**config.mk**
```make
export PLATFORM = sky130hd
export DESIGN_NAME = phy_strap_config_loopback_led
export DESIGN_NICKNAME = d
export VERILOG_FILES = /design/src/core/strap_cfg_pkg.sv /design/src/core/phy_strap_config_loopback_led.sv
export SDC_FILE = /design/constraint.sdc
export NUM_CORES = 1
export LEC_CHECK = 0
export ABC_AREA = 1
export BUFFER_PORTS_ARGS = -buffer_cell sky130_fd_sc_hd__buf_2
export CAP_MARGIN = 15
export CORE_ASPECT_RATIO = 0.8
export CORE_MARGIN = 10
export CORE_UTILIZATION = 56
export DETAILED_ROUTE_END_ITERATION = 8
export PLACE_DENSITY = 0.95
export SLEW_MARGIN = 20
export SYNTH_ARGS = -nofsm -noshare
export SYNTH_HDL_FRONTEND = slang
export SYNTH_SLANG_ARGS = --single-unit
export TNS_END_PERCENT = 100
```
**constraint.sdc**
```tcl
create_clock -name i_clk -period 2.2 [get_ports i_clk]
set_clock_uncertainty 0.1 [all_clocks]
set_input_delay 0.22 -clock i_clk [delete_from_list [all_inputs] [get_ports i_clk]]
set_output_delay 0.22 -clock i_clk [all_outputs]
set_load 0.02 [all_outputs]
```
**src/core/strap_cfg_pkg.sv**
```systemverilog
// constants for the strap loader, loopback steering and indicator block
// assumes one 20 MHz clock and that the strap pins settle before reset release
package strap_cfg_pkg;

  // ==========================================================
  // clock and timing
  localparam int unsigned CLK_KHZ          = 20000;
  localparam int unsigned BLINK_HALF_MS    = 50;
  localparam int unsigned BLINK_HALF_CYC   = BLINK_HALF_MS * CLK_KHZ;
  localparam int unsigned SWRST_NS         = 800;
  localparam int unsigned SWRST_CYC        = (SWRST_NS * CLK_KHZ + 999999) / 1000000;
  localparam logic [4:0]  STRAP_SETTLE_CYC = 5'h02;
  localparam logic [4:0]  SWRST_CYC_W      = 5'(SWRST_CYC);

  // ==========================================================
  // mode strap codes
  localparam logic [2:0] MODE_10_HALF   = 3'h0;
  localparam logic [2:0] MODE_10_FULL   = 3'h1;
  localparam logic [2:0] MODE_100_HALF  = 3'h2;
  localparam logic [2:0] MODE_100_FULL  = 3'h3;
  localparam logic [2:0] MODE_AN_100HD  = 3'h4;
  localparam logic [2:0] MODE_REPEATER  = 3'h5;
  localparam logic [2:0] MODE_PWR_DOWN  = 3'h6;
  localparam logic [2:0] MODE_ALL_CAP   = 3'h7;

  // ==========================================================
  // control field {speed, autoneg, bit10, duplex} and advert field
  localparam int unsigned CTRL_SPEED_POS  = 3;
  localparam int unsigned CTRL_AN_POS     = 2;
  localparam int unsigned CTRL_DUPLEX_POS = 0;
  localparam logic [3:0]  CTRL_10_HALF    = 4'h0;
  localparam logic [3:0]  CTRL_10_FULL    = 4'h1;
  localparam logic [3:0]  CTRL_100_HALF   = 4'h8;
  localparam logic [3:0]  CTRL_100_FULL   = 4'h9;
  localparam logic [3:0]  CTRL_AN_100     = 4'hc;
  localparam logic [3:0]  CTRL_ALL_CAP    = 4'hd;
  localparam logic [3:0]  ADV_100_HALF    = 4'h4;
  localparam logic [3:0]  ADV_ALL         = 4'hf;
  localparam logic [3:0]  CTRL_RST        = 4'h0;
  localparam logic [3:0]  ADV_RST         = 4'hf;
  localparam logic [4:0]  ADDR_RST        = 5'h00;
  localparam logic [5:0]  SEED_UPPER      = 6'h3f;

  // ==========================================================
  // sequencer states, gray along strap -> run -> soft reset
  typedef enum logic [1:0] {
    ST_STRAP = 2'h0,
    ST_RUN   = 2'h1,
    ST_SWRST = 2'h3
  } seq_state_t;

endpackage

```
**src/core/phy_strap_config_loopback_led.sv**
```systemverilog
// strap loader, loopback steering and status indicators of a 10/100 transceiver
// assumes the mac-side and line-side logic share i_clk; strap pins are asynchronous
module phy_strap_config_loopback_led
  import strap_cfg_pkg::*;
#(
  parameter int unsigned BLINK_CYCLES = strap_cfg_pkg::BLINK_HALF_CYC
)(
  // clock and hardware reset
  input  wire logic       i_clk,
  input  wire logic       i_arst_n,
  // shared strap / rmii receive pins
  input  wire logic [1:0] i_rxd_pin,
  input  wire logic       i_crs_dv_pin,
  input  wire logic       i_rxer_pin,
  output logic      [1:0] o_rxd,
  output logic            o_rxd_oe,
  output logic            o_crs_dv,
  output logic            o_crs_dv_oe,
  output logic            o_rxer,
  output logic            o_rxer_oe,
  output logic            o_col,
  output logic            o_col_oe,
  // mac transmit side
  input  wire logic [1:0] i_txd,
  input  wire logic       i_tx_en,
  // line side, already coded and decoded
  input  wire logic [1:0] i_line_rxd,
  input  wire logic       i_line_rx_dv,
  input  wire logic       i_line_rxer,
  input  wire logic       i_line_collision,
  input  wire logic       i_link_up,
  input  wire logic       i_speed_100,
  output logic      [1:0] o_line_txd,
  output logic            o_line_tx_en,
  output logic            o_tx_power_on,
  // control bits from the register side
  input  wire logic       i_near_loop,
  input  wire logic       i_coll_test,
  input  wire logic       i_far_loop,
  input  wire logic       i_isolate_line,
  input  wire logic       i_addr_bypass,
  input  wire logic       i_sw_reset_req,
  input  wire logic       i_wr_ctrl,
  input  wire logic [3:0] i_wr_ctrl_data,
  input  wire logic       i_wr_adv,
  input  wire logic [3:0] i_wr_adv_data,
  input  wire logic       i_wr_special,
  input  wire logic [2:0] i_wr_mode_data,
  input  wire logic [4:0] i_wr_addr_data,
  // management frame address check
  input  wire logic       i_frame_valid,
  input  wire logic       i_frame_is_write,
  input  wire logic [4:0] i_frame_addr,
  output logic            o_frame_accept,
  // configuration and status
  output logic      [3:0] o_ctrl_bits,
  output logic      [3:0] o_adv_bits,
  output logic      [2:0] o_mode,
  output logic      [4:0] o_phy_addr,
  output logic     [10:0] o_scrambler_seed,
  output logic            o_powered_down,
  output logic            o_repeater,
  output logic            o_sw_reset_busy,
  output logic            o_cfg_loaded,
  // indicators
  output logic            o_link_activity_indicator,
  output logic            o_speed_indicator
);

  // ==========================================================
  // strap synchronisers
  logic [3:0] strap_meta_r;
  logic [3:0] strap_sync_r;

  // first stage feeds only the second stage
  always_ff @(posedge i_clk or negedge i_arst_n)
  begin
    if (!i_arst_n)
    begin
      strap_meta_r <= 4'h0;
      strap_sync_r <= 4'h0;
    end
    else
    begin
      strap_meta_r <= {i_rxer_pin, i_crs_dv_pin, i_rxd_pin};
      strap_sync_r <= strap_meta_r;
    end
  end

  // synchronised strap fields
  wire logic [2:0] strap_mode = strap_sync_r[2:0];
  wire logic       strap_addr = strap_sync_r[3];

  // ==========================================================
  // strap decode
  logic [3:0] dec_ctrl;
  logic [3:0] dec_adv;

  // register defaults per mode code; n/a advert keeps its reset value
  always_comb
  begin
    dec_ctrl = CTRL_RST;
    dec_adv  = ADV_RST;
    unique case (strap_mode)
      MODE_10_HALF:  dec_ctrl = CTRL_10_HALF;
      MODE_10_FULL:  dec_ctrl = CTRL_10_FULL;
      MODE_100_HALF: dec_ctrl = CTRL_100_HALF;
      MODE_100_FULL: dec_ctrl = CTRL_100_FULL;
      MODE_AN_100HD, MODE_REPEATER:
      begin
        dec_ctrl = CTRL_AN_100;
        dec_adv  = ADV_100_HALF;
      end
      MODE_PWR_DOWN: dec_ctrl = CTRL_RST;
      MODE_ALL_CAP:
      begin
        dec_ctrl = CTRL_ALL_CAP;
        dec_adv  = ADV_ALL;
      end
    endcase
  end

  // ==========================================================
  // sequencer: settle, load straps once, then soft resets
  seq_state_t state_r;
  seq_state_t state_nxt;
  logic [4:0] cnt_r;
  logic [4:0] cnt_nxt;

  wire logic cnt_done   = (cnt_r == 5'h00);
  wire logic load_strap = (state_r == ST_STRAP) && cnt_done;
  wire logic swrst_end  = (state_r == ST_SWRST) && cnt_done;
  wire logic swrst_go   = (state_r == ST_RUN) && i_sw_reset_req;

  // next state; strap settle covers the two synchroniser stages
  always_comb
  begin
    state_nxt = state_r;
    cnt_nxt   = cnt_done ? 5'h00 : cnt_r - 5'h01;
    unique case (state_r)
      ST_STRAP:
        if (cnt_done)
          state_nxt = ST_RUN;
      ST_RUN:
        if (swrst_go)
        begin
          state_nxt = ST_SWRST;
          cnt_nxt   = SWRST_CYC_W;
        end
      ST_SWRST:
        if (cnt_done)
          state_nxt = ST_RUN;
      default:
        state_nxt = ST_STRAP;
    endcase
  end

  // sequencer registers
  always_ff @(posedge i_clk or negedge i_arst_n)
  begin
    if (!i_arst_n)
    begin
      state_r <= ST_STRAP;
      cnt_r   <= STRAP_SETTLE_CYC;
    end
    else
    begin
      state_r <= state_nxt;
      cnt_r   <= cnt_nxt;
    end
  end

  // ==========================================================
  // configuration registers
  logic [3:0] ctrl_r;
  logic [3:0] adv_r;
  logic [2:0] mode_r;
  logic [4:0] addr_r;
  logic       pwrdn_r;
  logic       rptr_r;
  logic       loaded_r;

  // straps load once after release; a soft reset only rereads the mode field
  always_ff @(posedge i_clk or negedge i_arst_n)
  begin
    if (!i_arst_n)
    begin
      ctrl_r   <= CTRL_RST;
      adv_r    <= ADV_RST;
      mode_r   <= MODE_ALL_CAP;
      addr_r   <= ADDR_RST;
      pwrdn_r  <= 1'b0;
      rptr_r   <= 1'b0;
      loaded_r <= 1'b0;
    end
    else if (load_strap)
    begin
      ctrl_r   <= dec_ctrl;
      adv_r    <= dec_adv;
      mode_r   <= strap_mode;
      addr_r   <= {4'h0, strap_addr};
      pwrdn_r  <= (strap_mode == MODE_PWR_DOWN);
      rptr_r   <= (strap_mode == MODE_REPEATER);
      loaded_r <= 1'b1;
    end
    else
    begin
      if (i_wr_ctrl)
        ctrl_r <= i_wr_ctrl_data;
      if (i_wr_adv)
        adv_r <= i_wr_adv_data;
      if (i_wr_special)
      begin
        mode_r <= i_wr_mode_data;
        addr_r <= i_wr_addr_data;
      end
      if (swrst_end)
      begin
        pwrdn_r <= (mode_r == MODE_PWR_DOWN);
        rptr_r  <= (mode_r == MODE_REPEATER);
      end
    end
  end

  // ==========================================================
  // management address match, registered one-cycle accept
  logic accept_r;

  wire logic addr_hit   = (i_frame_addr == addr_r);
  wire logic bypass_hit = i_addr_bypass && i_frame_is_write;
  wire logic accept_nxt = i_frame_valid && (addr_hit || bypass_hit);

  // accept pulse
  always_ff @(posedge i_clk or negedge i_arst_n)
  begin
    if (!i_arst_n)
      accept_r <= 1'b0;
    else
      accept_r <= accept_nxt;
  end

  // ==========================================================
  // data path steering
  wire logic full_duplex = ctrl_r[CTRL_DUPLEX_POS];
  wire logic mac_live    = loaded_r && !pwrdn_r && !i_far_loop;
  wire logic half_crs    = !full_duplex && !rptr_r;
  wire logic near_crs    = i_tx_en;
  wire logic line_crs    = i_line_rx_dv || (half_crs && i_tx_en);
  wire logic near_col    = i_coll_test && i_tx_en;
  wire logic line_col    = i_line_collision && !full_duplex;
  wire logic tx_power    = loaded_r && !pwrdn_r && !i_near_loop;

  // receive-side values; near loop takes the coded transmit path
  wire logic [1:0] rxd_nxt = i_near_loop ? i_txd : i_line_rxd;
  wire logic       crs_nxt = i_near_loop ? near_crs : line_crs;
  wire logic       rxer_nxt = i_near_loop ? 1'b0 : i_line_rxer;
  wire logic       col_nxt = i_near_loop ? near_col : line_col;

  // line transmit values; far loop echoes the partner, mac input ignored
  wire logic [1:0] ltxd_nxt = i_far_loop ? i_line_rxd : i_txd;
  wire logic       lten_nxt = i_far_loop ? i_line_rx_dv : i_tx_en;

  logic [1:0] rxd_r;
  logic       crs_r;
  logic       rxer_r;
  logic       col_r;
  logic [1:0] ltxd_r;
  logic       lten_r;

  // one register stage stands in for the coding sublayers
  always_ff @(posedge i_clk or negedge i_arst_n)
  begin
    if (!i_arst_n)
    begin
      rxd_r  <= 2'h0;
      crs_r  <= 1'b0;
      rxer_r <= 1'b0;
      col_r  <= 1'b0;
      ltxd_r <= 2'h0;
      lten_r <= 1'b0;
    end
    else
    begin
      rxd_r  <= mac_live ? rxd_nxt : 2'h0;
      crs_r  <= mac_live && crs_nxt;
      rxer_r <= mac_live && rxer_nxt;
      col_r  <= mac_live && col_nxt;
      ltxd_r <= tx_power ? ltxd_nxt : 2'h0;
      lten_r <= tx_power && lten_nxt;
    end
  end

  // ==========================================================
  // indicators
  logic [19:0] blink_cnt_r;
  logic        blink_r;

  wire logic blink_wrap = (blink_cnt_r == 20'(BLINK_CYCLES - 1));

  // free-running blink phase; coarse enough to see, cheap to keep
  always_ff @(posedge i_clk or negedge i_arst_n)
  begin
    if (!i_arst_n)
    begin
      blink_cnt_r <= 20'h0;
      blink_r     <= 1'b1;
    end
    else if (blink_wrap)
    begin
      blink_cnt_r <= 20'h0;
      blink_r     <= !blink_r;
    end
    else
      blink_cnt_r <= blink_cnt_r + 20'h1;
  end

  // carrier for the indicator uses the same value as the mac sees
  wire logic activity = crs_r;
  wire logic led_link = i_link_up && (!activity || blink_r);
  wire logic led_spd  = i_speed_100 && !i_isolate_line;

  logic led_link_r;
  logic led_spd_r;

  // indicator outputs registered
  always_ff @(posedge i_clk or negedge i_arst_n)
  begin
    if (!i_arst_n)
    begin
      led_link_r <= 1'b0;
      led_spd_r  <= 1'b0;
    end
    else
    begin
      led_link_r <= led_link;
      led_spd_r  <= led_spd;
    end
  end

  // ==========================================================
  // outputs
  assign o_rxd                     = rxd_r;
  assign o_crs_dv                  = crs_r;
  assign o_rxer                    = rxer_r;
  assign o_col                     = col_r;
  // pins stay released while straps settle, in far loopback or powered down
  assign o_rxd_oe                  = mac_live;
  assign o_crs_dv_oe               = mac_live;
  assign o_rxer_oe                 = mac_live;
  assign o_col_oe                  = mac_live;
  assign o_line_txd                = ltxd_r;
  assign o_line_tx_en              = lten_r;
  assign o_tx_power_on             = tx_power;
  assign o_frame_accept            = accept_r;
  assign o_ctrl_bits               = ctrl_r;
  assign o_adv_bits                = adv_r;
  assign o_mode                    = mode_r;
  assign o_phy_addr                = addr_r;
  assign o_scrambler_seed          = {SEED_UPPER, addr_r};
  assign o_powered_down            = pwrdn_r;
  assign o_repeater                = rptr_r;
  assign o_sw_reset_busy           = (state_r == ST_SWRST);
  assign o_cfg_loaded              = loaded_r;
  assign o_link_activity_indicator = led_link_r;
  assign o_speed_indicator         = led_spd_r;

endmodule

```
## Yosys cells after proc, flatten, opt, wreduce, memory -nomap -nowiden

Index checks and enable logic that the tools add are counted.

| storage, ports and cells | value |
|---|---|
| output and inout bits | 47 |
| register bits after elaboration | 66 |
| bits of input ports | 48 |
| logic and storage cells | 108 |

| operators by class | value |
|---|---|
| $add $sub $neg | 2 |
| multiplexer cells | 29 |
| equality and inequality tests | 15 |
| reductions and logical operators | 40 |

Operators with widths:

| kind | count |
|---|---|
| 5-bit two-way mux | 5 |
| 4-bit case mux with 6 select lines | 1 |
| 20-bit by 1-bit adder with 20-bit output (second input constant) | 1 |
| 20-bit == test (second input constant) | 1 |
| 20-bit two-way mux | 1 |
| 4-bit two-way mux | 5 |
| 3-bit == test (second input constant) | 6 |
| 1-bit logical AND | 18 |
| 2-bit two-way mux | 6 |
| 1-bit logical NOT | 8 |
| 1-bit two-way mux | 8 |
| 2-bit nonzero test | 4 |
| 3-bit by 2-bit == test with 1-bit output (second input constant) | 2 |
| 3-bit two-way mux | 2 |
| 2-bit OR reduction | 3 |
| 5-bit == test | 1 |
| 5-bit logical NOT | 1 |
| 5-bit by 1-bit subtractor with 5-bit output (second input constant) | 1 |
| 2-bit case mux with 2 select lines | 1 |
| 3-bit by 1-bit == test with 1-bit output (second input constant) | 1 |
| 3-bit logical NOT | 1 |
| 1-bit logical OR | 3 |
| 2-bit by 1-bit == test with 1-bit output (second input constant) | 1 |
| 2-bit == test (second input constant) | 1 |
| other kinds (4) | 4 |

## Longest topological paths before layout

Gate-level depths: netlist of run 1.

| logic depth | value |
|---|---|
| depth in word-level cells | 6 |
| depth in mapped cells | 10 |
| gate-level depth less buffers | 10 |

## Least setup slack after synthesis of run 1

OpenSTA, ideal clock, no wires.

| timing | value |
|---|---|
| kind | reg2reg |
| start | register loaded_r, in the netlist o_cfg_loaded |
| end | register ltxd_r[0], in the netlist o_line_txd[0] |
| path slack | 0.653 ns |
| cell stages (with the launch flop) | 5 |
| setup time | 0.094 ns |
| buffers on the path | 0 |
| clock period less this slack | 1.547 ns |
| required time | 2.006 ns |
| data arrival time | 1.353 ns |
| cell sequence | dfrtp_1 inv_1 nor3_1 inv_1 a211oi_1 |

| on the way | value |
|---|---|
| longest elaborated chain between the ends | 3 |

RTL lines:

| element | line | source |
|---|---|---|
| start: declaration | phy_strap_config_loopback_led.sv:181 | `logic loaded_r;` |
| start signal: assignment | phy_strap_config_loopback_led.sv:194 | `loaded_r <= 1'b0;` |
| start signal: assignment | phy_strap_config_loopback_led.sv:204 | `loaded_r <= 1'b1;` |
| 1-bit logical AND (2 in a row) | phy_strap_config_loopback_led.sv:251 | `wire logic tx_power = loaded_r && !pwrdn_r && !i_near_loop;` |
| via o_tx_power_on | phy_strap_config_loopback_led.sv:35 | `output logic o_tx_power_on,` |
| 2-bit two-way mux | phy_strap_config_loopback_led.sv:288 | `ltxd_r <= tx_power ? ltxd_nxt : 2'h0;` |
| end signal: assignment | phy_strap_config_loopback_led.sv:288 |  |
| end: declaration | phy_strap_config_loopback_led.sv:267 | `logic [1:0] ltxd_r;` |

The timed path passes the listed nets, and every way through them passes these cells.
A chain may end at the register's enable or synchronous reset.

## Worst setup path after layout of run 1

| timing | value |
|---|---|
| start | input port i_far_loop |
| end | output port o_rxer_oe |

| on the way | value |
|---|---|
| longest elaborated chain between the ends | 2 |

RTL lines:

| element | line | source |
|---|---|---|
| start: declaration | phy_strap_config_loopback_led.sv:39 | `input wire logic i_far_loop,` |
| 1-bit logical NOT | phy_strap_config_loopback_led.sv:245 | `wire logic mac_live = loaded_r && !pwrdn_r && !i_far_loop;` |
| 1-bit logical AND | phy_strap_config_loopback_led.sv:245 |  |
| end: declaration | phy_strap_config_loopback_led.sv:20 | `output logic o_rxer_oe,` |

Every way passes these cells.

==> impl_results.md, run 1 <==
- R2R setup slack: 0.42 ns
- Reg2reg path depth: 10
- Drt wl/cell: 14.6 µm
- First-pass GRT wire length: 15100 µm
- Synth Warn #: 0
- Hold Path Stages: 3
- Post-route clock period utilization: 85.4%
- Hold_ws: 0.00844 ns
- CP endpoint kind: output pin
- Critical path arrival: 1.56 ns
- Post-Synth Simple-Gate Area: 28.0%
- Vias in the first global route: 3207
- Synthesized area per cell: 8.07 µm²
- Clk sink count: 66
- Fillers: 461
- Remaining global-route overflow: 0
- Vias/cell: 4.99
- FFs w/ async S/R, synth: 100%
- Crit path max fanout: 6
- Dpl hpwl: 6750 µm
- Seq/Total Area, Yosys: 49.4%
- Endpoints failing hold: 0
- H-tree depth: 3
- Top post-synthesis cells by area: dfrtp_1 (42%), nand2_1 (12%), inv_1 (7.7%)
- ANT cells: 0
- Mux contribution to synthesized area: 0%
- Setup TNS: 0 ns
- Routed wire length: 8890 µm
- Area share of the largest cell type after synthesis: 42.4%
- Nets: 578
- Io pins: 95
- CP Class: primary input to output pin
- Post-CTS sizing: 0
- Initial antenna violation count: 0
- RePlAce Congestion: 0.924
- Achievable clock frequency: 0.532 GHz
- Post-layout minimum cycle time: 1.88 ns
- Port bufs: 88
- XOR/XNOR share of the synthesized area: 3.64%
- LEAKAGE: 2.28 nW
- CTS tree: done
- Clock transition at the registers of the reported paths: 0.09 ns
- Met2 Wirelength: 4410 µm
- CP max stage cell: dlygate4sd3_1
- RSZ-0062 raised after global routing: no
- Rows: 25
- Clk Latency, worst-skew pair: 0.36 ns
- RR Endpoint: o_ctrl_bits[2]
- Final setup fails: 0
- Outcome: finished clean
- Pwr dens: 840 nW/µm²
- Leading area contributor after synthesis: dfrtp_1
- #FFs+latches synth: 66
- Area growth from synthesis to layout: 24.1%
- Max rail drop VDD: 0.000698 V
- Startpoint types: primary input
- Post-synth EDFFs: 0
- Critical Path Max Stage Delay: 0.53 ns
- Longest Clk Path Bufs: 2
- TritonCTS buffer count: 9
- WP data required: 1.88 ns
- Worst path cell trace: dlygate4sd3_1, buf_2, inv_1, nand3_1, inv_1, buf_2
- Layout cells sized above 1: 25.8%
- Remaining routing DRC violations: 0
- Synth top cells by count: nand2_1 (108), inv_1 (69), dfrtp_1 (57), nor2_1 (46), nand3_1 (29)
- Worst slew margin: 63.4%
- Gate Count Post-Synth: 417
- Largest family of logic cells by synthesized area: simple AND/OR/NAND/NOR gates
- Global Route Usage Sum: 19.9%
- Die height: 89.4 µm
- Overall power: 3.51 mW
- Worst slew pin tran: 0.549 ns
- Largest net degree at the start of global routing: 44
- Synth Area in Adders: 2.60%
- Root buf cell: clkbuf_8
- Post-route ant nets: 0
- Drt pass-1 iters: 5
- DR vias: 3041
- Core area: 5880 µm²
- Most common cell in the netlist: nand2_1
- Min-Delay Path Class: primary input to flip-flop
- Max-slew violations: 0
- Max Cap Viol: 0
- Initial Util: 57.3%
- Die span in x: 107 µm
- Iter 0 DRT Violations: 132
- Yosys cell types: 28
- Metal-1 WL: 3530 µm
- Hold Path Origin: i_wr_adv_data[3]
- Post-Syn Area: 3370 µm²
- Top layer in use: met4
- RR Startpoint: cnt_r[1]
- Main flop type after synthesis: dfrtp_1
- Hold EP: o_adv_bits[3]
- Postcts setup bufs: 0
- Die area: 9530 µm²
- Met3 routed WL: 635 µm
- Compound-Gate Fraction of Synth Area: 4.94%
[placed cells by master, fill, tap and decap left out, drive strengths merged, types with 4 or more instances in the layout]
cell type,Yosys,routed
nand2,114,114
buf,16,89
inv,69,73
dfrtp,57,57
nor2,55,55
nand3,30,30
dlygate4sd3,0,17
o21ai,16,16
xor2,10,10
nor3,9,9
dfstp,9,9
clkbuf,0,9
nand4,7,7
ha,7,7
conb,1,6
xnor2,4,4
a211oi,4,4
a21oi,4,4
[area by class of cell]
type                            count  area [µm²]  area share, %
Timing Repair Buffer              106         631           15.1
Inverter                           69         259           6.20
Tap cell                           81         101           2.43
Multi-Input combinational cell    271        1340           32.1
Clock buffer                        9         124           2.96
Clock inverter                      7        58.8           1.41
Sequential cell                    66        1660           39.8
[power breakdown]
group | leakage [nW] | switching (mW) | internal [mW]
registers | 0.811 | 0.140 | 1.42
logic | 1.38 | 0.644 | 0.360
clock network | 0.0872 | 0.523 | 0.425
total | 2.28 | 1.31 | 2.20
[worst max path at each step]
stage	from	to	slack, ns
after floorplan	o_cfg_loaded	o_line_txd[0]	0.65
after global placement	cnt_r[1]	o_ctrl_bits[2]	0.53
after detailed placement	cnt_r[1]	o_ctrl_bits[2]	0.44
after CTS	i_far_loop	o_rxer_oe	0.30
after global routing	i_far_loop	o_rxer_oe	0.23
final	i_far_loop	o_rxer_oe	0.32
[what timing repair did]
item                       in CTS  in global routing
hold buffers                   15                  2
setup endpoints to repair       0                  0
hold endpoints to repair       34                  2
[flip-flops by register name (all words and copies together) (netlist names)]
name	cells
blink_cnt_r	20
state_r	2
o_mode	3
o_cfg_loaded	1
o_line_txd	2
strap_meta_r	4
o_adv_bits	4
cnt_r	5
o_ctrl_bits	4
o_speed_indicator	1
strap_sync_r	4
o_rxd	2
o_link_activity_indicator	1
o_rxer	1
o_line_tx_en	1
blink_r	1
o_phy_addr	5
o_col	1
o_powered_down	1
o_crs_dv	1
o_frame_accept	1
o_repeater	1
[logic make-up (layout without fill, tap and decap cells)]
kind of cell / count (synthesis) / count (layout)
AO/OA/AOI/OAI: 27 / 27
XOR/XNOR: 14 / 14
adder cells (fa/ha/maj): 7 / 7
buffers and inverters: 85 / 191
flip-flops: 66 / 66
other: 1 / 6
AND/OR/NAND/NOR: 217 / 217
[metrics by stage]
step | setup WS [ns] | std cells | utilization (%) | instance area, µm²
6_report | 0.321 | 609 | 71.1 | 4180
4_1_cts | 0.300 | 607 | 70.7 | 4160
2_1_floorplan | 0.653 | 422 | - | 3390
3_5_place_dp | 0.435 | 576 | 65.1 | 3830
5_1_grt | 0.232 | 609 | 71.1 | 4180
3_3_place_gp | 0.525 | 576 | 65.1 | 3830
[critical path, delay by kind of cell]
family	cells	cell delay (ns)
buf+inv	5	1.13
simple gates	1	0.21
[layer usage]
layer / GRT usage [%] / up-vias
li1: - / 1475
met1: 21.2 / 1426
met2: 35.0 / 106
met3: 6.84 / 34
met4: 9.45 / 0
met5: 0 / -
Note: power is estimated with default switching activity, not from simulation.
==> run 2: changes to the inputs <==
--- a/config.mk
+++ b/config.mk
@@ -12,7 +12,7 @@
 export CORE_MARGIN = 10
 export CORE_UTILIZATION = 56
 export DETAILED_ROUTE_END_ITERATION = 8
-export PLACE_DENSITY = 0.95
+export PLACE_DENSITY = 0.85
 export SLEW_MARGIN = 20
 export SYNTH_ARGS = -nofsm -noshare
 export SYNTH_HDL_FRONTEND = slang
==> run 2 against run 1 <==
Via count is 5.2% lower. Routed wire length is 9.8% lower. Critical path type unchanged. Flip-flop and latch count stayed put. Utilization is 0.85 points lower. Total power is 0.63% higher.
==> impl_results.md, run 2 (synthesized netlist as in run 1, its figures left out) <==
- Vias in the first global route: 2929
- Critical path buffer and inverter count: 5
- Final setup fails: 0
- Io pins: 95
- Startpoint types: primary input
- Clock transition at the registers of the reported paths: 0.07 ns
- CP endpoint kind: output pin
- CP delay by family, top: buffers and inverters
- Reg2reg path depth: 10
- Post-route ant nets: 0
- Hold Path Stages: 3
- WP data required: 1.88 ns
- Post-CTS Hold Buffers: 11
- Clk sink count: 66
- Initial Util: 57.3%
- Root buf cell: clkbuf_8
- Achievable clock frequency: 0.528 GHz
- Crit path max fanout: 6
- Layout cells sized above 1: 25.6%
- Iter 0 DRT Violations: 95
- Worst slew margin: 66.1%
- CP Class: primary input to output pin
- Outcome: finished clean
- Core area: 5880 µm²
- Min-Delay Path Class: primary input to flip-flop
- H-tree depth: 3
- Initial antenna violation count: 0
- Most frequent cells in the layout: nand2_1 (108), buf_2 (88), inv_1 (69), dfrtp_1 (57), nor2_1 (46)
- Longest Clk Path Bufs: 2
- Placed cell areas: 3820 µm²
- R2R setup slack: 0.46 ns
- Stages on the worst setup path: 6
- Pwr dens: 855 nW/µm²
- RePlAce Congestion: 0.920
- Post-route clock period utilization: 86.1%
- RSZ-0062 raised after global routing: no
- Max rail drop VDD: 0.000697 V
- Vias/cell: 4.77
- Setup TNS: 0 ns
- Max-slew violations: 0
- Die span in x: 107 µm
- Max Cap Viol: 0
- Global Route Usage Sum: 17.7%
- Remaining routing DRC violations: 0
- CP max stage cell: dlygate4sd3_1
- Most common cell after layout, fill and taps aside: nand2_1
- Endpoints failing hold: 0
- Post-CTS sizing: 0
- DR vias: 2883
- Port bufs: 88
- Drt wl/cell: 13.3 µm
- Worst slew pin tran: 0.509 ns
- First-pass GRT wire length: 13500 µm
- Hold_ws: 0.0155 ns
- Nets: 573
- Biggest register: blink_cnt_r
- ANT cells: 0
- CTS tree: done
- Drt pass-1 iters: 4
- TritonCTS buffer count: 9
- Critical path arrival: 1.57 ns
- Design Area, Final: 4130 µm²
- Die area: 9530 µm²
- Dpl hpwl: 6310 µm
- Postcts setup bufs: 0
- LEAKAGE: 2.27 nW
- Post-layout minimum cycle time: 1.89 ns
- Routed wire length: 8010 µm
- Critical Path Max Stage Delay: 0.53 ns
- Largest net degree at the start of global routing: 26
- Area growth from synthesis to layout: 22.6%
- Clk Latency, worst-skew pair: 0.33 ns
- Max reg flops: 20
- Remaining global-route overflow: 0
- Die height: 89.4 µm
- Rows: 25
- Worst path cell trace: dlygate4sd3_1, buf_2, inv_1, nand3_1, inv_1, buf_2
-- run 2: cell count changes in the layout (fill, tap and decap cells not counted), moves of 2 or more --
cell / delta
clkbuf_8: +2
clkbuf_1: +3
dlygate4sd3_1: -6
clkinvlp_4: -2
buf_4: +2
inv_6: -4
-- run 2: stage by stage --
| step | cells | setup WS (ns) | util [%] | power (mW) |
|---|---|---|---|---|
| floorplan | 422 | 0.653 | - | 2.23 |
| global placement | 577 | 0.521 | 65.0 | 2.49 |
| detailed placement | 577 | 0.462 | 65.0 | 2.54 |
| CTS | 604 | 0.311 | 70.2 | 3.57 |
| global route | 604 | 0.252 | 70.2 | 3.77 |
| finish | 604 | 0.306 | 70.2 | 3.53 |
-- run 2: path summary, 6_finish.rpt --
check                                        from              end
worst max-delay path                   i_far_loop         o_rxd_oe
worst min-delay path            i_wr_mode_data[1]        o_mode[1]
min in group asynchronous                i_arst_n  strap_sync_r[1]
max in group asynchronous                i_arst_n          blink_r
worst max register to register           cnt_r[1]   o_ctrl_bits[2]
worst min register to register    strap_meta_r[0]  strap_sync_r[0]
-- run 2: final cells by class --
cell class                      instances  area (µm²)
Fill cell                             500        1750
Clock buffer                           14         163
Inverter                               69         259
Tap cell                               81         101
Clock inverter                          2        35.0
Sequential cell                        66        1660
Timing Repair Buffer                  101         566
Multi-Input combinational cell        271        1340
-- run 2: metal layers --
| layer | track usage (%) | wire (µm) | vias to the layer above |
|---|---|---|---|
| li1 | - | - | 1465 |
| met3 | 6.92 | 690 | 15 |
| met2 | 30.5 | 3810 | 90 |
| met5 | 0 | 0 | - |
| met4 | 5.52 | 142 | 0 |
| met1 | 20.0 | 3370 | 1313 |
-- run 2: where the power goes --
group | total [mW] | switching, mW | internal [mW]
Clock | 1.01 | 0.421 | 0.585
Sequential | 1.55 | 0.134 | 1.42
Combinational | 0.972 | 0.624 | 0.349
Total | 3.53 | 1.18 | 2.35
-- run 2: worst register-to-register path, stage by stage, from the launching register on --
cell and delay [ns]:
dfstp_2 0.53, inv_1 0.04, ha_1 0.20, nand2_2 0.11
nor2_4 0.05, nand2_4 0.22, inv_1 0.17, nand2_1 0.09
nand2_1 0.05, nand2_1 0.05, inv_1 0.04
==> run 3: changes to the inputs <==
--- a/config.mk
+++ b/config.mk
@@ -9,10 +9,10 @@
 export BUFFER_PORTS_ARGS = -buffer_cell sky130_fd_sc_hd__buf_2
 export CAP_MARGIN = 15
 export CORE_ASPECT_RATIO = 0.8
-export CORE_MARGIN = 10
+export CORE_MARGIN = 8
 export CORE_UTILIZATION = 56
 export DETAILED_ROUTE_END_ITERATION = 8
-export PLACE_DENSITY = 0.85
+export PLACE_DENSITY = 0.9
 export SLEW_MARGIN = 20
 export SYNTH_ARGS = -nofsm -noshare
 export SYNTH_HDL_FRONTEND = slang
==> run 3 against run 2 <==
Design area up 1.3%. Routed wire length increased by 4.8%. Combinational power increased by 2.7%. Worst setup slack gained 0.011 ns. Critical path depth did not move.
==> impl_results.md, run 3 (synthesized netlist as in run 1, its figures left out) <==
- Clk sink count: 66
- Vias/cell: 4.93
- Max rail drop VDD: 0.000686 V
- TritonCTS buffer count: 9
- Fin util: 71.5%
- Post-CTS sizing: 0
- Port bufs: 88
- Startpoint types: primary input
- Initial antenna violation count: 0
- Die span in x: 103 µm
- Die height: 85.4 µm
- Pwr dens: 881 nW/µm²
- CP endpoint kind: output pin
- Final Instance Count excl. Fillers: 605
- Area growth from synthesis to layout: 24.2%
- Drt pass-1 iters: 5
- Design Area, Final: 4180 µm²
- CTS tree: done
- Min-Delay Path Class: primary input to flip-flop
- Global Route Usage Sum: 20.1%
- R2R setup slack: 0.41 ns
- Rows: 25
- Critical path arrival: 1.56 ns
- Final setup fails: 0
- Outcome: finished clean
- Post-route clock period utilization: 85.6%
- RePlAce Congestion: 0.879
- DR vias: 2980
- Clock transition at the registers of the reported paths: 0.08 ns
- Clk Latency, worst-skew pair: 0.35 ns
- Drt wl/cell: 13.9 µm
- Max-slew violations: 0
- Final WS setup: 0.317 ns
- Vias in the first global route: 2999
- Dpl hpwl: 6040 µm
- Iter 0 DRT Violations: 173
- Routed wire length: 8400 µm
- Worst slew margin: 57.1%
- Crit path max fanout: 6
- Biggest register: blink_cnt_r
- ANT cells: 0
- Postcts setup bufs: 0
- First-pass GRT wire length: 13600 µm
- LEAKAGE: 2.28 nW
- Max reg flops: 20
- Most common cell after layout, fill and taps aside: nand2_1
- RSZ-0062 raised after global routing: no
- Post-CTS Hold Buffers: 13
- Largest net degree at the start of global routing: 39
- Max Cap Viol: 0
- Post-layout minimum cycle time: 1.88 ns
- WP data required: 1.88 ns
- Layout cells sized above 1: 26.0%
- Post-route ant nets: 0
- Core area: 5850 µm²
- Io pins: 95
- Cells after DPL: 576
- Achievable clock frequency: 0.531 GHz
- Initial Util: 57.6%
- Most frequent cells in the layout: nand2_1 (108), buf_2 (88), inv_1 (69), dfrtp_1 (57), nor2_1 (46)
- Nets: 574
- Worst slack, placed: 0.463 ns
- Remaining global-route overflow: 0
- Remaining routing DRC violations: 0
- Root buf cell: clkbuf_8
- Endpoints failing hold: 0
- Die area: 8770 µm²
- H-tree depth: 3
- Longest Clk Path Bufs: 2
- Worst slew pin tran: 0.643 ns
- Placed cell areas: 3830 µm²
- CP Class: primary input to output pin
- Setup TNS: 0 ns
## run 3: cell types whose count changed in the layout (fill, tap and decap cells not counted), sizes merged
cell         previous run  this run
clkbuf                 14         9
clkinvlp                0         2
dlygate4sd3            11        13
buf                    90        89
bufinv                  1         2
clkinv                  1         2
inv                    69        70
## run 3: metrics by stage
stage	hold WS, ns	total power, mW
6_report	0.00699	3.69
5_1_grt	0.0128	3.88
4_1_cts	0.000319	3.70
3_5_place_dp	0.182	2.53
3_3_place_gp	0.186	2.48
2_1_floorplan	-0.176	2.23
## run 3: cell type report
type	instances	area, µm²
inverter	69	259
fill	449	1670
sequential	66	1660
tap	81	101
clock inverter	7	101
timing repair buffer	102	591
multi-input combinational	271	1340
clock buffer	9	124
## run 3: metal layers
| metal | track usage, % | vias up | wire length (µm) |
|---|---|---|---|
| met5 | 0 | - | 0 |
| met4 | 9.44 | 0 | 272 |
| met3 | 5.48 | 23 | 582 |
| met2 | 34.9 | 111 | 4190 |
| met1 | 22.1 | 1375 | 3350 |
| li1 | - | 1471 | - |
## run 3: path summary, 6_finish.rpt
path / startpoint / end / cells past startpoint
worst max register to register: cnt_r[1] / o_ctrl_bits[2] / 10
worst min-delay path: i_wr_adv_data[0] / o_adv_bits[0] / 3
max in group asynchronous: i_arst_n / blink_r / 3
worst min register to register: strap_meta_r[0] / strap_sync_r[0] / 0
worst max-delay path: i_far_loop / o_col_oe / 6
min in group asynchronous: i_arst_n / strap_meta_r[3] / 2
## run 3: critical path, cell delays in order
cell	delay [ns]
dlygate4sd3_1	0.54
buf_2	0.15
inv_1	0.11
nand3_1	0.21
inv_1	0.15
buf_2	0.18
## run 3: power by group
part | total [mW] | internal [mW] | switching (mW)
Clock | 1.13 | 0.645 | 0.488
Sequential | 1.55 | 1.42 | 0.139
Combinational | 0.998 | 0.353 | 0.645
